--- src/verilog/uss_pkg.sv ---
// Shared constants and types for the universal shift/storage register
`default_nettype none
package uss_pkg;
    // ==========================================================
    // Widths
    localparam int unsigned USS_WIDTH       = 8;
    localparam int unsigned USS_BUF_DEPTH   = 2;
    // ==========================================================
    // Bit positions of the register ends
    localparam int unsigned USS_LOW_BIT     = 0;
    localparam int unsigned USS_HIGH_BIT    = USS_WIDTH - 1;
    // ==========================================================
    // Reset value of the register
    localparam logic [USS_WIDTH-1:0] USS_CLEAR_VAL = 8'h00;
    // ==========================================================
    // Mode encoding: {mode_select_high, mode_select_low}
    localparam logic [1:0] USS_MODE_HOLD    = 2'h0;
    localparam logic [1:0] USS_MODE_SHR     = 2'h1;
    localparam logic [1:0] USS_MODE_SHL     = 2'h2;
    localparam logic [1:0] USS_MODE_LOAD    = 2'h3;
    // Reset variant selection values
    localparam logic       USS_VARIANT_ASYNC = 1'b0;
    localparam logic       USS_VARIANT_SYNC  = 1'b1;
    // Operation type decoded from the selects
    typedef enum logic [1:0] {
        USS_OP_HOLD,
        USS_OP_SHR,
        USS_OP_SHL,
        USS_OP_LOAD
    } uss_op_e;
endpackage
`default_nettype wire

--- src/verilog/uss_stream_if.sv ---
// Interface carrying the register-contents stream into the output buffer
`timescale 1ns/10ps
`default_nettype none
interface uss_stream_if
    import uss_pkg::*;
#(
    parameter int unsigned WIDTH = USS_WIDTH
);
    // Data word and handshake
    logic [WIDTH-1:0] data;
    logic             valid;
    logic             ready;
    // Producer side
    modport src (output data, output valid, input ready);
    // Consumer side
    modport dst (input data, input valid, output ready);
endinterface
`default_nettype wire

--- src/verilog/uss_skid_buf.sv ---
// Two-entry buffer with valid/ready on both sides
`timescale 1ns/10ps
`default_nettype none
module uss_skid_buf
    import uss_pkg::*;
#(
    parameter int unsigned WIDTH = USS_WIDTH,
    parameter int unsigned DEPTH = USS_BUF_DEPTH
) (
    // Clock and reset
    input  wire logic       clk,
    input  wire logic       rst_b,
    // Fill side
    uss_stream_if.dst       in_s,
    // Drain side
    output logic [WIDTH-1:0] out_data,
    output logic             out_valid,
    input  wire logic        out_ready
);
    localparam int unsigned PW = $clog2(DEPTH);
    // ==========================================================
    // Storage and pointers
    logic [WIDTH-1:0] mem_reg [DEPTH];   // Entries
    logic [PW-1:0]    wr_ptr_reg;        // Next write slot
    logic [PW-1:0]    rd_ptr_reg;        // Oldest entry
    logic [PW:0]      count_reg;         // Occupancy
    wire  logic       push;
    wire  logic       pop;
    wire  logic       full;
    wire  logic       empty;
    // Honest flags; ready falls when full so the source stalls
    assign full          = (count_reg == (PW+1)'(DEPTH));
    assign empty         = (count_reg == '0);
    assign in_s.ready    = !full;
    assign push          = in_s.valid && !full;
    assign pop           = !empty && out_ready;
    // Read data straight from the oldest storage entry
    assign out_data      = mem_reg[rd_ptr_reg];
    assign out_valid     = !empty;
    // ==========================================================
    // Entry write; storage needs no reset
    always_ff @(posedge clk) begin
        if (push) begin
            mem_reg[wr_ptr_reg] <= in_s.data;
        end
    end
    // Pointer and count update
    always_ff @(posedge clk or negedge rst_b) begin
        if (!rst_b) begin
            wr_ptr_reg <= '0;
            rd_ptr_reg <= '0;
            count_reg  <= '0;
        end else begin
            if (push) begin
                wr_ptr_reg <= PW'((wr_ptr_reg + 1'b1) % DEPTH);
            end
            if (pop) begin
                rd_ptr_reg <= PW'((rd_ptr_reg + 1'b1) % DEPTH);
            end
            count_reg <= count_reg + (PW+1)'(push) - (PW+1)'(pop);
        end
    end
endmodule
`default_nettype wire

--- src/verilog/uss_shift_reg.sv ---
// Universal eight-bit shift/storage register with shared parallel pins
// Function
// - Inputs sampled only on rising clock edge.
// - Async variant: low clear zeroes immediately.
// - Sync variant: low clear zeroes on edge.
// - Both selects low hold contents.
// - Shift toward bit 7 or bit 0.
// - Both selects high load parallel pins.
// - Load mode releases all parallel pins from the next edge.
// - Enables low, not load: drive register.
// - Any enable high releases all pins from the next edge.
// - Pins readable while driver disabled.
`timescale 1ns/10ps
`default_nettype none
module uss_shift_reg
    import uss_pkg::*;
#(
    parameter int unsigned WIDTH     = USS_WIDTH,
    parameter logic        SYNC_CLR  = USS_VARIANT_ASYNC
) (
    // Clock
    input  wire logic             clk,
    // Chip reset and master clear
    input  wire logic             rst_b,
    input  wire logic             master_clear_n,
    // Mode selects
    input  wire logic             mode_select_low,
    input  wire logic             mode_select_high,
    // Serial inputs
    input  wire logic             serial_in_low_end,
    input  wire logic             serial_in_high_end,
    // Parallel pin drive enables, active low
    input  wire logic             port_drive_enable_a_n,
    input  wire logic             port_drive_enable_b_n,
    // Shared parallel pins split into in, out, enable
    input  wire logic [WIDTH-1:0] shared_parallel_pins_i,
    output logic [WIDTH-1:0]      shared_parallel_pins_o,
    output logic [WIDTH-1:0]      shared_parallel_pins_oe,
    // Serial end outputs
    output logic                  serial_out_low_end,
    output logic                  serial_out_high_end,
    // Buffered stream of the next contents at each shift or load edge unless an offer is stalled; clears are not sent
    output logic [WIDTH-1:0]      snap_data,
    output logic                  snap_valid,
    input  wire logic             snap_ready,
    // Stall flag: a change could not be queued
    output logic                  snap_stall
);
    // ==========================================================
    // Decode
    logic [WIDTH-1:0] q_reg;            // Register contents
    logic [WIDTH-1:0] q_next;           // Next contents
    logic             clr_async_n;      // Reset seen by the register and pin flops
    wire  logic [1:0] mode_sel;         // Packed selects
    wire  logic       is_load;          // Both selects high
    wire  logic       drive_ok;         // Both enables asserted
    wire  logic       drive_on;         // Pins driven after the next edge
    uss_op_e          op;               // Decoded operation
    wire  logic [WIDTH-1:0] shr_val;    // Shift toward bit 7
    wire  logic [WIDTH-1:0] shl_val;    // Shift toward bit 0
    wire  logic       sync_clr;         // Clocked clear request

    assign mode_sel = {mode_select_high, mode_select_low};
    assign op       = uss_op_e'(mode_sel);
    assign is_load  = (mode_sel == USS_MODE_LOAD);
    assign drive_ok = !port_drive_enable_a_n && !port_drive_enable_b_n;
    assign drive_on = drive_ok && !is_load;

    assign shr_val  = {q_reg[WIDTH-2:0], serial_in_low_end};
    assign shl_val  = {serial_in_high_end, q_reg[WIDTH-1:1]};

    // The async variant folds the master clear into the flop reset;
    // a glitch on master_clear_n then clears at once, as intended
    // clear overrides every mode of the register and pin data
    assign clr_async_n = (SYNC_CLR == USS_VARIANT_ASYNC) ? (rst_b && master_clear_n) : rst_b;
    assign sync_clr    = (SYNC_CLR == USS_VARIANT_SYNC) && !master_clear_n;

    // ==========================================================
    // Next-state selection
    always_comb begin
        case (op)
            USS_OP_HOLD: q_next = q_reg;
            USS_OP_SHR:  q_next = shr_val;
            USS_OP_SHL:  q_next = shl_val;
            // pin input path read even when undriven
            USS_OP_LOAD: q_next = shared_parallel_pins_i;
            default:     q_next = q_reg;
        endcase
    end

    // ==========================================================
    // Register; changes only on the rising edge or async clear
    // sampled on rising edge only
    always_ff @(posedge clk or negedge clr_async_n) begin
        if (!clr_async_n) begin
            q_reg <= USS_CLEAR_VAL;
        end else if (sync_clr) begin
            q_reg <= USS_CLEAR_VAL;
        end else begin
            q_reg <= q_next;
        end
    end

    // ==========================================================
    // Pin drivers. Outputs must come from flops, so the pin value and
    // enable are registered from next-cycle values; this matches the
    // register contents exactly but the enable reacts one edge late.
    logic [WIDTH-1:0] pin_o_reg;        // Registered pin data
    logic             pin_oe_reg;       // Registered drive enable
    always_ff @(posedge clk or negedge clr_async_n) begin
        if (!clr_async_n) begin
            pin_o_reg  <= USS_CLEAR_VAL;
            pin_oe_reg <= 1'b0;
        end else begin
            pin_o_reg  <= sync_clr ? USS_CLEAR_VAL : q_next;
            pin_oe_reg <= drive_on;
        end
    end
    assign shared_parallel_pins_o  = pin_o_reg;
    assign shared_parallel_pins_oe = {WIDTH{pin_oe_reg}};

    assign serial_out_low_end  = q_reg[USS_LOW_BIT];
    assign serial_out_high_end = q_reg[USS_HIGH_BIT];

    // ==========================================================
    // Change stream into the two-entry buffer
    uss_stream_if #(.WIDTH(WIDTH)) snap_if ();
    logic [WIDTH-1:0] snap_word_reg;    // Word offered to buffer
    logic             snap_vld_reg;     // Offer pending
    logic             stall_reg;        // Lost-change flag
    wire  logic       changed;          // Shift or load this edge without a clocked clear
    assign changed      = !sync_clr && (op != USS_OP_HOLD);
    assign snap_if.data = snap_word_reg;
    assign snap_if.valid = snap_vld_reg;
    // Holds an offer until taken; a change during a stall sets the flag
    always_ff @(posedge clk or negedge rst_b) begin
        if (!rst_b) begin
            snap_word_reg <= USS_CLEAR_VAL;
            snap_vld_reg  <= 1'b0;
            stall_reg     <= 1'b0;
        end else begin
            if (!snap_vld_reg || snap_if.ready) begin
                snap_vld_reg  <= changed;
                snap_word_reg <= q_next;
            end else if (changed) begin
                stall_reg <= 1'b1;
            end
        end
    end
    assign snap_stall = stall_reg;

    uss_skid_buf #(.WIDTH(WIDTH), .DEPTH(USS_BUF_DEPTH)) u_buf (
        .clk       (clk),
        .rst_b     (rst_b),
        .in_s      (snap_if),
        .out_data  (snap_data),
        .out_valid (snap_valid),
        .out_ready (snap_ready)
    );
endmodule
`default_nettype wire

--- config.mk ---
export PLATFORM = sky130hd
export DESIGN_NAME = uss_shift_reg
export DESIGN_NICKNAME = d
export VERILOG_FILES = /design/src/verilog/uss_pkg.sv /design/src/verilog/uss_stream_if.sv /design/src/verilog/uss_skid_buf.sv /design/src/verilog/uss_shift_reg.sv
export SDC_FILE = /design/constraint.sdc
export NUM_CORES = 1
export LEC_CHECK = 0
export ABC_AREA = 1
export BUFFER_PORTS_ARGS = -buffer_cell sky130_fd_sc_hd__buf_2
export CORE_ASPECT_RATIO = 0.75
export CORE_UTILIZATION = 56
export DETAILED_ROUTE_END_ITERATION = 12
export PLACE_DENSITY_LB_ADDON = 0.25
export SLEW_MARGIN = 10
export SYNTH_ARGS = -nofsm -noshare
export SYNTH_HDL_FRONTEND = slang
export SYNTH_SLANG_ARGS = --single-unit
--- constraint.sdc ---
create_clock -name clk -period 4.1 [get_ports clk]
set_input_delay 0.82 -clock clk [delete_from_list [all_inputs] [get_ports clk]]
set_output_delay 0.82 -clock clk [all_outputs]
set_load 0.02 [all_outputs]
==> summary.md <==
| Metric | Value |
|---|---|
| Internal cell power | about 0.9 mW |
| Drt initial violations | 67 |
| Net Count, Synth | 207 |
| Nets | ~240 |
| Fin crit period | 2.263 ns |
| CTS tree | built |
| Vias in the first global route | 1300 |
| Dpl hpwl | between 2 and 3 mm |
| FF+latch area | between 1000 and 1500 sq um |
| Synthesis-to-layout area growth | 13.57% |
| Antenna Nets Post-Route | 0 |
| Seq cells post-synth | 39 |
| Fin. max-slew vios | 0 |
| Cell Pwr Density | 690.7 nW/um^2 |
| DIE HEIGHT | approximately 51 um |
| Async set-reset flop share out of synthesis | about three fifths |
| Critical path class | reg -> out |
| Synth Cell Area | approximately 1800 sq um |
| Req. time, crit path | about 3.3 ns |
| CTS root buf | clkbuf_8 |
| Most used cell, CP | nand2_1 |
| Fmax | approximately 440 MHz |
| Worst Path Max Fanout | 9 |
| CTS Buf Count | 5 |
| Critical-path cell list | clkinv_1, nand2_1, nand2_1, buf_2 |
| Count of cell types in the netlist | 20 |
| PnR worst setup slack | 1.837 ns |
| FF-to-FF path depth | 9 |
| Fin. Hold Viols | 0 |
| Initial antenna violation count | 0 |
| Tot Pwr | between 1 and 1.5 mW |
| Max-slew headroom | 53.57% |
| Crit-path max cell delay | just over 0.5 ns |
| Post-synth EDFFs | 16 |
| Post-synth top area share | about a third |
| Synth Area in Compound Gates | 2.784% |
| FILL cells | 239 |
| Avg Cell Area, Syn | 9.615 sq um |
| Htree depth | 2 |
| Area contributors post-synth | dfrtp_1 (32%), edfxtp_1 (27%), nand2_1 (13%) |
| Global Route met2 Usage | between 30% and 40% |
| Cells after synthesis | ~190 |
| CP delay by family, top | flip-flops |
| # Post-CTS Setup Buffers | 0 |
| Post-Synth Simple-Gate Area | 25.05% |
| Initial Util | between 50% and 60% |
| Final setup skew | between 0.01 and 0.015 ns |
| Top_reg_cell synth | dfrtp_1 |
| Largest net degree at the start of global routing | 16 |
| Synth warn | 0 |
| CTS sink cnt | 39 |
| Gr ovfl total | 0 |
| Count leader, synth | nand2_1 |
| N_diodes | 0 |
| Vias per cell | between 5 and 6 |
| Yosys top cell by area | dfrtp_1 |
| Synth Area in XOR/XNOR | 1.461% |
| Post-synth top cells | nand2_1 (62), nand3_1 (25), dfrtp_1 (23) |
| Layout cell share with drive strength beyond 1 | about a quarter |
| WP data arrival | around 1.4 ns |
| CP startpoint kind | flop |
| Register area share after synthesis | between 50% and 60% |
| DR WL/cell | roughly 13 um |
| Final setup fails | 0 |
| Routed vias | around 1300 |
| Synthesized-area fraction occupied by adder cells | under 10% |
| Critical path endpoint category | output pin |
| CP bufs+invs | 2 |
| Sequential Power Share | between 40% and 50% |
| GR Util All Layers | between 20% and 30% |
| Grt met1 use | between 30% and 40% |
| # Max-Cap Violations | 0 |
| Worst R2R Setup Slack | around 2.4 ns |
| Critical R2R Capture | u_buf.count_reg[1] |
| RSZ-0062 raised after global routing | false |
| Post-Route WL | around 3.4 mm |
| Switch Pwr | 0.5346 mW |
| Largest family of logic cells by synthesized area | simple AND/OR/NAND/NOR gates |
| Clk pwr share | between 15 and 20% |
| Worst-path clk slew | 0.08 ns |
| Worst-Skew Late Latency | between 0.2 and 0.3 ns |
| Max clock buf depth | 2 |
| Final period utilization | between 50% and 60% |
| CP max stage cell | dfrtp_1 |
| Hold-fix buffers, CTS | 0 |
| Multi-input logic area | approximately 550 sq um |
| Peak supply drop | 0.4531 mV |
| R2R Path Start | u_buf.count_reg[1] |
| Logic pwr share | approximately a third |
| Post-cts gate resize count | 0 |
| Drt pass-1 iters | 4 |
| Measured slew at the worst slew-check pin | just under 0.7 ns |
| Leakage | between 1 and 1.5 nW |
| Mux contribution to synthesized area | 0% |
| First-pass GRT wire length | 5.713 mm |
| Max reg flops | 16 |
| DR DRC count | 0 |
| Core area | 2999 sq um |
| Grt peak-use layer | met2 |
| Type of the worst min-delay path | in -> async |
| Num ports | 46 |
| Switching Share | between 30% and 40% |
| Met3 Use GR | roughly 8.0% |
| Worst slack at placement | 2.013 ns |
| Fin area | about 2000 sq um |
| Placement Cell Area | about 2000 sq um |
| Die area | ~3400 sq um |
| Die Wd | ~67 um |
| Final Wtd Congestion | roughly 0.83 |
| Status | complete, no violations |
| # rows | 17 |
| Worst hold slack | about 0.42 ns |
| Total Negative Setup Slacks | 0 ns |
| IO Port Bufs | 45 |
## routing by layer
metal	vias up	part of all wire, %
li1	659	-
met1	623	45
met2	50	48
met3	8	5.8
met4	0	1.6
met5	-	0
## worst max path at each step
stage | from | endpoint | slack, ns | cells past startpoint
after floorplan | snap_ready | u_buf.count_reg[1] | 2.29 | 7
after global placement | snap_ready | u_buf.count_reg[1] | 2.14 | 8
after detailed placement | snap_ready | u_buf.count_reg[1] | 2.01 | 8
after CTS | u_buf.rd_ptr_reg | snap_data[5] | 1.82 | 4
after global routing | u_buf.rd_ptr_reg | snap_data[0] | 1.65 | 4
final | u_buf.rd_ptr_reg | snap_data[5] | 1.84 | 4
## area by class of cell
cell class              instances  area share (%)
flip-flops and latches         39           51.72
multi-input cells             114           27.02
clock buffers                   7           4.228
clock inverters                 1          0.1838
repair buffers                 45           11.03
inverters                      19           3.493
well taps                      38           2.328
## layout by cell type, fill, tap and decap left out, drive strengths merged
cell / Yosys / layout
dfrtp: 23 / 23
nand3: 25 / 25
clkinv: 1 / 2
inv: 18 / 18
nand4: 2 / 2
nor2: 6 / 6
buf: 15 / 45
o21bai: 1 / 1
clkbuf: 0 / 7
edfxtp: 16 / 16
and2: 6 / 6
ha: 2 / 2
xor2: 2 / 2
nand2: 62 / 62
xnor2: 1 / 1
o21ai: 7 / 7
## power by group through the flow
stage | registers [mW] | logic, mW | clock network [mW]
6_report | 0.672 | 0.477 | 0.262
5_1_grt | 0.689 | 0.548 | 0.283
4_1_cts | 0.672 | 0.484 | 0.266
3_5_place_dp | 0.679 | 0.483 | 0
3_3_place_gp | 0.674 | 0.462 | 0
2_1_floorplan | 0.657 | 0.353 | 0
## cells by family (layout without fill, tap and decap cells)
logic type               count (synthesis)  after routing
AO/OA/AOI/OAI                            8              8
XOR/XNOR                                 3              3
adder cells (fa/ha/maj)                  2              2
buffers and inverters                   34             72
flip-flops                              39             39
AND/OR/NAND/NOR                        101            101
## through the flow
stage | cells | utilization, %
after floorplan | 187 | -
after global placement | 255 | 65.08
after detailed placement | 255 | 65.08
after CTS | 263 | 68.09
after global routing | 263 | 68.09
final | 263 | 68.09
Note: power is estimated with default switching activity, not from simulation.
